**config.mk**
```make
export PLATFORM = sky130hd
export DESIGN_NAME = vdl_serial_loader
export DESIGN_NICKNAME = d
export VERILOG_FILES = /design/src/core/vdl_pkg.sv /design/src/core/vdl_hold_if.sv /design/src/core/vdl_serial_loader.sv /design/src/core/vdl_hold_regs.sv
export VERILOG_INCLUDE_DIRS = /design/src /design/src/core
export SDC_FILE = /design/constraint.sdc
export NUM_CORES = 1
export LEC_CHECK = 0
export ABC_CLOCK_PERIOD_IN_PS = 2150
export BUFFER_PORTS_ARGS = -buffer_cell sky130_fd_sc_hd__buf_2
export CORE_ASPECT_RATIO = 1.4
export CORE_MARGIN = 10
export CORE_UTILIZATION = 30
export CTS_CLUSTER_SIZE = 10
export DETAILED_ROUTE_END_ITERATION = 7
export SYNTH_ARGS = -nofsm -noshare
export SYNTH_HDL_FRONTEND = slang
export SYNTH_SLANG_ARGS = --single-unit
```
**constraint.sdc**
```tcl
create_clock -name mclk -period 2.15 [get_ports mclk]
set_input_delay 0.3225 -clock mclk [delete_from_list [all_inputs] [get_ports mclk]]
set_output_delay 0.3225 -clock mclk [all_outputs]
set_load 0.005 [all_outputs]
```
**src/core/vdl_regs.svh**
```systemverilog
// Contract
// - An update is an address byte followed by a data byte, eight bits each.
// - A byte with MSB one is an address byte selecting the target.
// - A byte with MSB zero is data for the last addressed converter.
// - Master takes seven low data bits; 7f is 0 dB, 00 is -127 dB.
// - Channels take five low bits, inverted gain; 1f is 0 dB, 00 is +31 dB.
// - Address low three bits: 0 master, 1..6 channels, 7 none; rest ignored.
// - Shifting happens only while the active-low shift select is low.
// - Holding register loads only on the rising edge of the latch strobe.
// - Bytes arrive MSB first, one bit per falling serial clock edge.
// - At reset the master mute is forced active until programmed.
`ifndef VDL_REGS_SVH
`define VDL_REGS_SVH
`define VDL_BYTE_W 8
`define VDL_MSB 7
`define VDL_MST_W 7
`define VDL_CH_W 5
`define VDL_NUM_CH 6
`define VDL_SEL_MASTER 3'h0
`define VDL_SEL_NONE 3'h7
`define VDL_MST_RST 7'h00
`define VDL_CH_RST 5'h1f
`define VDL_SEL_W 3
`define VDL_SHREG_RST 8'h00
`define VDL_CODE_RST 7'h00
`define VDL_PIN_IDLE 4'hf
`define VDL_NBITS_RST 4'h0
`endif

```
**src/core/vdl_pkg.sv**
```systemverilog
package vdl_pkg;
   typedef enum logic [2:0] {
      VDL_IDLE = 3'b001,
      VDL_SHIFT = 3'b010,
      VDL_LOAD = 3'b100
   } vdl_state_t;
endpackage : vdl_pkg

```
**src/core/vdl_hold_if.sv**
```systemverilog
`timescale 1ns/100ps
interface vdl_hold_if;
   logic wr;
   logic [2:0] sel;
   logic [6:0] code;
   modport src (output wr, output sel, output code);
   modport dst (input wr, input sel, input code);
endinterface : vdl_hold_if

```
**src/core/vdl_serial_loader.sv**
```systemverilog
`timescale 1ns/100ps
`include "vdl_regs.svh"
module vdl_serial_loader (
   // Clock and reset
   input wire logic mclk,
   input wire logic rst_b,
   // Serial link pins
   input wire logic sclk,
   input wire logic sdata,
   input wire logic shift_sel_n,
   input wire logic latch_strobe_n,
   // Converter levels
   output logic [`VDL_MST_W-1:0] master_level,
   output logic master_mute,
   output logic [`VDL_NUM_CH*`VDL_CH_W-1:0] chan_level
);
   ////////////////////////////////////////////////////////////////
   // Two-flop synchronisers for all pins
   logic [3:0] s1_ff;
   logic [3:0] s2_ff;
   logic sclk_d_ff;
   logic ld_d_ff;
   always_ff @(posedge mclk) begin
      if (!rst_b) begin
         s1_ff <= `VDL_PIN_IDLE;
         s2_ff <= `VDL_PIN_IDLE;
         sclk_d_ff <= 1'b1;
         ld_d_ff <= 1'b1;
      end else begin
         s1_ff <= {latch_strobe_n, shift_sel_n, sdata, sclk};
         s2_ff <= s1_ff;
         sclk_d_ff <= s2_ff[0];
         ld_d_ff <= s2_ff[3];
      end
   end

   wire sclk_s;
   wire data_s;
   wire sel_n_s;
   wire ld_s;
   assign sclk_s = s2_ff[0];
   assign data_s = s2_ff[1];
   assign sel_n_s = s2_ff[2];
   assign ld_s = s2_ff[3];

   wire sclk_fall;
   wire ld_rise;
   assign sclk_fall = sclk_d_ff && !sclk_s;
   assign ld_rise = !ld_d_ff && ld_s;

   ////////////////////////////////////////////////////////////////
   // Shift register
   logic [`VDL_BYTE_W-1:0] shreg_ff;
   logic [`VDL_BYTE_W-1:0] nxt_shreg;
   wire do_shift;
   assign do_shift = sclk_fall && !sel_n_s;
   assign nxt_shreg = do_shift ? {shreg_ff[`VDL_BYTE_W-2:0], data_s} : shreg_ff;
   always_ff @(posedge mclk) begin
      if (!rst_b) begin
         shreg_ff <= `VDL_SHREG_RST;
      end else begin
         shreg_ff <= nxt_shreg;
      end
   end

   ////////////////////////////////////////////////////////////////
   // Frame tracker
   // Strobe edges count only from the shift phase of an open frame
   wire frame_open;
   assign frame_open = !sel_n_s || !ld_s;
   vdl_pkg::vdl_state_t state_ff;
   vdl_pkg::vdl_state_t nxt_state;
   always_comb begin
      nxt_state = state_ff;
      case (state_ff)
         vdl_pkg::VDL_IDLE: begin
            if (frame_open) begin
               nxt_state = vdl_pkg::VDL_SHIFT;
            end
         end
         vdl_pkg::VDL_SHIFT: begin
            if (ld_rise) begin
               nxt_state = vdl_pkg::VDL_LOAD;
            end else if (!frame_open) begin
               nxt_state = vdl_pkg::VDL_IDLE;
            end
         end
         vdl_pkg::VDL_LOAD: begin
            if (frame_open) begin
               nxt_state = vdl_pkg::VDL_SHIFT;
            end else begin
               nxt_state = vdl_pkg::VDL_IDLE;
            end
         end
         default: begin
            nxt_state = vdl_pkg::VDL_IDLE;
         end
      endcase
   end

   logic [3:0] nbits_ff;
   logic [3:0] nxt_nbits;
   wire byte_full;
   wire ld_take;
   // Count saturates; extra clocks are legal and only push old bits out
   assign byte_full = (nbits_ff == 4'(`VDL_BYTE_W));
   assign nxt_nbits = !frame_open ? `VDL_NBITS_RST : ((do_shift && !byte_full) ? nbits_ff + 4'h1 : nbits_ff);
   assign ld_take = ld_rise && (state_ff == vdl_pkg::VDL_SHIFT);
   always_ff @(posedge mclk) begin
      if (!rst_b) begin
         state_ff <= vdl_pkg::VDL_IDLE;
         nbits_ff <= `VDL_NBITS_RST;
      end else begin
         state_ff <= nxt_state;
         nbits_ff <= nxt_nbits;
      end
   end

   ////////////////////////////////////////////////////////////////
   // Byte decode on latch edge
   // Only the last eight bits count; extra clocks just push old bits out
   wire is_addr;
   assign is_addr = shreg_ff[`VDL_MSB];
   logic [2:0] sel_ff;
   logic [2:0] nxt_sel;
   assign nxt_sel = (ld_take && is_addr) ? shreg_ff[`VDL_SEL_W-1:0] : sel_ff;
   logic wr_ff;
   logic nxt_wr;
   // Data goes to the last address; none selected after reset
   assign nxt_wr = ld_take && !is_addr && (sel_ff != `VDL_SEL_NONE);
   logic [`VDL_MST_W-1:0] code_ff;
   always_ff @(posedge mclk) begin
      if (!rst_b) begin
         sel_ff <= `VDL_SEL_NONE;
         wr_ff <= 1'b0;
         code_ff <= `VDL_CODE_RST;
      end else begin
         sel_ff <= nxt_sel;
         wr_ff <= nxt_wr;
         code_ff <= shreg_ff[`VDL_MST_W-1:0];
      end
   end

   vdl_hold_if hold ();
   assign hold.wr = wr_ff;
   assign hold.sel = sel_ff;
   assign hold.code = code_ff;

   vdl_hold_regs u_hold (
      .mclk(mclk),
      .rst_b(rst_b),
      .hold(hold),
      .master_level_ff(master_level),
      .mute_ff(master_mute),
      .chan_level_ff(chan_level)
   );

   ////////////////////////////////////////////////////////////////
   a_shift_gated: assert property (@(posedge mclk) disable iff (!rst_b)
      sel_n_s |=> shreg_ff == $past(shreg_ff))
      else $error("shift while deselected");
   a_shift_msb: assert property (@(posedge mclk) disable iff (!rst_b)
      do_shift |=> shreg_ff[0] == $past(data_s) && shreg_ff[7:1] == $past(shreg_ff[6:0]))
      else $error("shift order wrong");
   a_addr_sel: assert property (@(posedge mclk) disable iff (!rst_b)
      ld_rise && is_addr |=> sel_ff == $past(shreg_ff[2:0]) && !wr_ff)
      else $error("address not taken");
   a_data_wr: assert property (@(posedge mclk) disable iff (!rst_b)
      ld_rise && !is_addr && sel_ff != `VDL_SEL_NONE |=> wr_ff && code_ff == $past(shreg_ff[6:0]))
      else $error("data not written");
   a_wr_only_edge: assert property (@(posedge mclk) disable iff (!rst_b)
      wr_ff |-> $past(ld_rise))
      else $error("write without latch edge");
   a_chan_write: assert property (@(posedge mclk) disable iff (!rst_b)
      wr_ff && sel_ff == 3'h1 |=> chan_level[4:0] == $past(code_ff[4:0]))
      else $error("channel one not loaded");
   a_master_to_out: assert property (@(posedge mclk) disable iff (!rst_b)
      wr_ff && sel_ff == `VDL_SEL_MASTER |=> master_level == $past(code_ff))
      else $error("master output wrong");
   a_reset_mute: assert property (@(posedge mclk)
      !rst_b |=> master_mute)
      else $error("mute not forced at reset");
   a_load_in_frame: assert property (@(posedge mclk) disable iff (!rst_b)
      ld_rise |-> state_ff == vdl_pkg::VDL_SHIFT)
      else $error("latch edge outside a frame");
   a_state_onehot: assert property (@(posedge mclk) disable iff (!rst_b)
      $onehot(state_ff))
      else $error("frame state not one-hot");
   a_wr_in_load: assert property (@(posedge mclk) disable iff (!rst_b)
      wr_ff |-> state_ff == vdl_pkg::VDL_LOAD)
      else $error("write outside load phase");
   a_none_drop: assert property (@(posedge mclk) disable iff (!rst_b)
      ld_rise && !is_addr && sel_ff == `VDL_SEL_NONE |=>
      !wr_ff ##1 $stable(master_level) && $stable(chan_level) && $stable(master_mute))
      else $error("data after no-converter address was used");
   a_sel_persist: assert property (@(posedge mclk) disable iff (!rst_b)
      !ld_rise |=> $stable(sel_ff))
      else $error("selection changed without latch edge");
   a_mute_release: assert property (@(posedge mclk) disable iff (!rst_b)
      wr_ff && sel_ff == `VDL_SEL_MASTER |=> !master_mute)
      else $error("mute not released by master write");
   a_mute_until_master: assert property (@(posedge mclk) disable iff (!rst_b)
      master_mute && !(wr_ff && sel_ff == `VDL_SEL_MASTER) |=> master_mute)
      else $error("mute released without master write");
   a_level_hold: assert property (@(posedge mclk) disable iff (!rst_b)
      !wr_ff |=> $stable(master_level) && $stable(chan_level))
      else $error("levels moved without a write");

   genvar ci;
   generate
      for (ci = 1; ci <= `VDL_NUM_CH; ci = ci + 1) begin : g_chk
         a_chan_load: assert property (@(posedge mclk) disable iff (!rst_b)
            wr_ff && sel_ff == 3'(ci) |=> chan_level[(ci-1)*`VDL_CH_W +: `VDL_CH_W] == $past(code_ff[4:0]))
            else $error("channel level not loaded");
      end
   endgenerate

   ////////////////////////////////////////////////////////////////
   // Coverage of the main scenarios
   c_addr_byte: cover property (@(posedge mclk) disable iff (!rst_b) ld_rise && is_addr);
   c_data_byte: cover property (@(posedge mclk) disable iff (!rst_b) wr_ff);
   c_none_data: cover property (@(posedge mclk) disable iff (!rst_b)
      ld_rise && !is_addr && sel_ff == `VDL_SEL_NONE);
   c_full_byte: cover property (@(posedge mclk) disable iff (!rst_b) ld_rise && byte_full);
endmodule : vdl_serial_loader

```
**src/core/vdl_hold_regs.sv**
```systemverilog
`timescale 1ns/100ps
`include "vdl_regs.svh"
module vdl_hold_regs (
   // Clock and reset
   input wire logic mclk,
   input wire logic rst_b,
   // Write side
   vdl_hold_if.dst hold,
   // Holding registers
   output logic [`VDL_MST_W-1:0] master_level_ff,
   output logic mute_ff,
   output logic [`VDL_NUM_CH*`VDL_CH_W-1:0] chan_level_ff
);
   wire wr_master;
   assign wr_master = hold.wr && (hold.sel == `VDL_SEL_MASTER);

   always_ff @(posedge mclk) begin
      if (!rst_b) begin
         master_level_ff <= `VDL_MST_RST;
         mute_ff <= 1'b1;
      end else if (wr_master) begin
         master_level_ff <= hold.code;
         mute_ff <= 1'b0;
      end
   end

   genvar gi;
   generate
      for (gi = 0; gi < `VDL_NUM_CH; gi = gi + 1) begin : g_ch
         wire wr_ch;
         assign wr_ch = hold.wr && (hold.sel == 3'(gi + 1));
         always_ff @(posedge mclk) begin
            if (!rst_b) begin
               chan_level_ff[gi*`VDL_CH_W +: `VDL_CH_W] <= `VDL_CH_RST;
            end else if (wr_ch) begin
               chan_level_ff[gi*`VDL_CH_W +: `VDL_CH_W] <= hold.code[`VDL_CH_W-1:0];
            end
         end
      end
   endgenerate

   a_master_write: assert property (@(posedge mclk) disable iff (!rst_b)
      wr_master |=> master_level_ff == $past(hold.code) && !mute_ff)
      else $error("master level not loaded");
   a_none_ignored: assert property (@(posedge mclk) disable iff (!rst_b)
      (!hold.wr || hold.sel == `VDL_SEL_NONE) |=> $stable(master_level_ff) && $stable(chan_level_ff))
      else $error("no-converter write changed levels");
   c_master_write: cover property (@(posedge mclk) disable iff (!rst_b) wr_master);
endmodule : vdl_hold_regs

```
==> results.py <==
metrics = {
    "status": {
        "outcome": "finished, final reports clean",
    },
    "placement": {
        "hpwl_mm": 3.70,
        "io_buffers": 43,
        "place_congestion": 0.714,
    },
    "clock_network": {
        "tritoncts": "done",
        "clock_latency_ns": 0.33,
        "cts_setup_buffers": 0,
        "path_clk_slew_ns": 0.05,
        "cts_sinks": 70,
        "cts.path.max_buffers": 2,
        "cts_resized": 0,
        "cts_buffers": 9,
        "h-tree-depth": 3,
        "clockRootBuffer": "clkbuf_16",
        "cts_hold_buffers": 0,
    },
    "floorplan": {
        "fp.dieH_um": 128,
        "ios": 44,
        "start_util_pct": 30.6,
        "dieArea_mm2": 0.0124,
        "core_mm2": 0.00815,
        "fp.dieW_um": 97.1,
        "row_count": 39,
    },
    "worst_setup_path": {
        "reg2reg_from": "hold.sel[2]",
        "worstPathRequired_ns": 2.36,
        "critical_path_buf_inv_count": 1,
        "cpLargestDelayFamily": "flip-flops",
        "path_cells": "nor4bb_1 -> buf_4 -> mux2i_1 -> nand2_1",
        "cp.arrival_ns": 1.67,
        "max_stage_delay_ns": 0.52,
        "crit_path_max_fanout": 10,
        "worstSetupPathType": "flip-flop to flip-flop",
        "endpoint_kind": "flip-flop",
        "reg2regPathDepth": 4,
        "cp-start-kind": "flip-flop",
        "critPathSlowestCell": "dfxtp_1",
        "ff2ff_setup_slack_ns": 0.70,
        "rr_endpoint": "u_hold.chan_level_ff[15]",
    },
    "synthesis": {
        "synth_cell_types": 31,
        "ys_seq_area_share_pct": 56.2,
        "synthCells": 249,
        "synthesis.nets": 255,
        "ys_ff_latch": 70,
        "synthesis.area_mm2": 0.00249,
        "avgSynthCellArea_um2": 10.0,
        "yosys_warnings": 0,
    },
    "timing": {
        "skew_ns": 0.00615,
        "worst_pin_slew_ns": 0.445,
        "period_share_pct": 67.5,
        "min_period_ns": 1.45,
        "relSlewSlack_pct": 69.9,
        "slew_violations": 0,
        "rsz0062_at_grt": "no",
        "finalSetupTns_ns": 0,
        "fmax_ghz": 0.689,
        "hold_viol": 0,
        "setup_violations": 0,
    },
    "grt": {
        "grt_pass1_wl_mm": 8.87,
        "track_usage_pct": 8.80,
        "first_global_vias": 1766,
        "grt-ovfl-total": 0,
        "antenna_found_initial": 0,
        "grt_max_degree": 27,
    },
    "final_layout": {
        "final_common_cell": "dfxtp_1",
        "syn2layout_area_growth_pct": 23.8,
        "multi_input_area_um2": 980,
        "drive_above_1_share_pct": 22.2,
        "seqCellArea_mm2": 0.00140,
        "final_cell_mix": "dfxtp_1 (70), nand2_1 (54), buf_2 (43), mux2i_1 (30), nand2b_1 (14)",
        "nets": 298,
        "fillers": 814,
        "diodes": 0,
    },
    "worst_hold_path": {
        "hp-start": "sdata",
        "hold_path_class": "primary input to flip-flop",
        "hold_path_depth": 2,
        "hold-path-endpoint": "s1_ff[1]",
    },
    "routing": {
        "drt_iter0_markers": 102,
        "post-route-drc-count": 0,
        "num_vias": 1772,
        "viasPerCell": 4.44,
        "drt_wl_total_mm": 5.26,
        "wl_per_cell_um": 13.2,
        "drt_pass1_iterations": 4,
        "drtAntennaViolNets": 0,
    },
    "power_and_ir_drop": {
        "total_power_mw": 2.84,
        "vdd_ir_drop_max_mv": 0.380,
        "p_leak_nw": 1.35,
        "p_per_area_mw_per_mm2": 919,
    },
    "flow_run": {
        "max-cap-violations": 0,
    },
}
area by class of cell:
class                   instances  share of cell area [%]
inverters                       7                   0.851
clock inverters                 4                    1.46
flip-flops and latches         70                    45.4
repair buffers                 48                    8.18
well taps                     102                    4.13
clock buffers                  12                    8.30
multi-input cells             156                    31.7
report_power, final:
| group | internal, mW | leakage, nW | switching [mW] |
|---|---|---|---|
| sequential | 1.31 | 0.568 | 0.00971 |
| clock | 0.954 | 0.152 | 0.522 |
| combinational | 0.0184 | 0.630 | 0.0245 |
| total | 2.28 | 1.35 | 0.556 |
sequential cells by signal, indices dropped and copies added (netlist names):
| signal | count |
|---|---|
| code_ff | 7 |
| hold.sel | 3 |
| hold.wr | 1 |
| ld_d_ff | 1 |
| s1_ff | 4 |
| s2_ff | 4 |
| sclk_d_ff | 1 |
| shreg_ff | 8 |
| state_ff | 3 |
| u_hold.chan_level_ff | 30 |
| u_hold.master_level_ff | 7 |
| u_hold.mute_ff | 1 |
kinds of logic after synthesis:
| logic type | count (synthesis) | share of synthesized area, % |
|---|---|---|
| buf+inv | 23 | 4.56 |
| mux | 30 | 12.0 |
| simple gates | 101 | 20.8 |
| compound gates | 25 | 6.47 |
| flops | 70 | 56.2 |
metrics by stage:
stage | instances | worst slack (ns) | hold slack [ns] | util (%) | instance area [um2]
floorplan | 249 | 0.853 | 0.386 | - | 2490
global placement | 383 | 0.763 | 0.389 | 34.2 | 2790
detailed placement | 383 | 0.738 | 0.391 | 34.2 | 2790
CTS | 399 | 0.723 | 0.162 | 37.9 | 3090
global route | 399 | 0.577 | 0.161 | 37.9 | 3090
finish | 399 | 0.698 | 0.172 | 37.9 | 3090
synth_stat cells:
master / instances / area, um2
nor3_1: 1 / 5.00
nor4bb_1: 4 / 40.0
buf_2: 7 / 35.0
or3b_2: 1 / 8.76
or4b_4: 1 / 13.8
buf_1: 2 / 7.51
clkbuf_1: 4 / 15.0
inv_1: 7 / 26.3
a21boi_0: 1 / 7.51
nand2b_1: 14 / 87.6
a21boi_1: 8 / 60.1
and3_1: 1 / 6.26
nand4bb_1: 1 / 11.3
a31oi_1: 1 / 6.26
buf_6: 2 / 22.5
a311oi_1: 1 / 8.76
o21ai_1: 1 / 5.00
nand2_1: 54 / 203
nand4b_1: 3 / 26.3
o311a_1: 1 / 10.0
nor2b_1: 2 / 12.5
o21ai_0: 4 / 20.0
a21oi_1: 7 / 35.0
nor4b_4: 1 / 23.8
mux2i_1: 30 / 300
nand3_1: 8 / 40.0
and2_1: 1 / 6.26
dfxtp_1: 70 / 1400
a221oi_1: 1 / 8.76
buf_4: 1 / 7.51
nor2_1: 9 / 33.8
layer usage:
metal / global-route usage [%] / up-vias / routed length, um
met5: 0 / - / 0
met4: 4.18 / 0 / 71
met3: 4.05 / 8 / 296
met2: 14.6 / 34 / 2600
met1: 9.35 / 816 / 2290
li1: - / 914 / -
worst max path at each step:
| stage | start | end | slack [ns] | cells past startpoint |
|---|---|---|---|---|
| after floorplan | hold.sel[0] | u_hold.mute_ff | 0.85 | 5 |
| after global placement | hold.sel[0] | u_hold.chan_level_ff[0] | 0.76 | 4 |
| after detailed placement | hold.sel[2] | u_hold.chan_level_ff[15] | 0.74 | 4 |
| after CTS | hold.sel[2] | u_hold.chan_level_ff[15] | 0.72 | 4 |
| after global routing | hold.sel[2] | u_hold.chan_level_ff[18] | 0.58 | 4 |
| final | hold.sel[2] | u_hold.chan_level_ff[15] | 0.70 | 4 |
No activity file was read; power rests on OpenSTA's default activity.
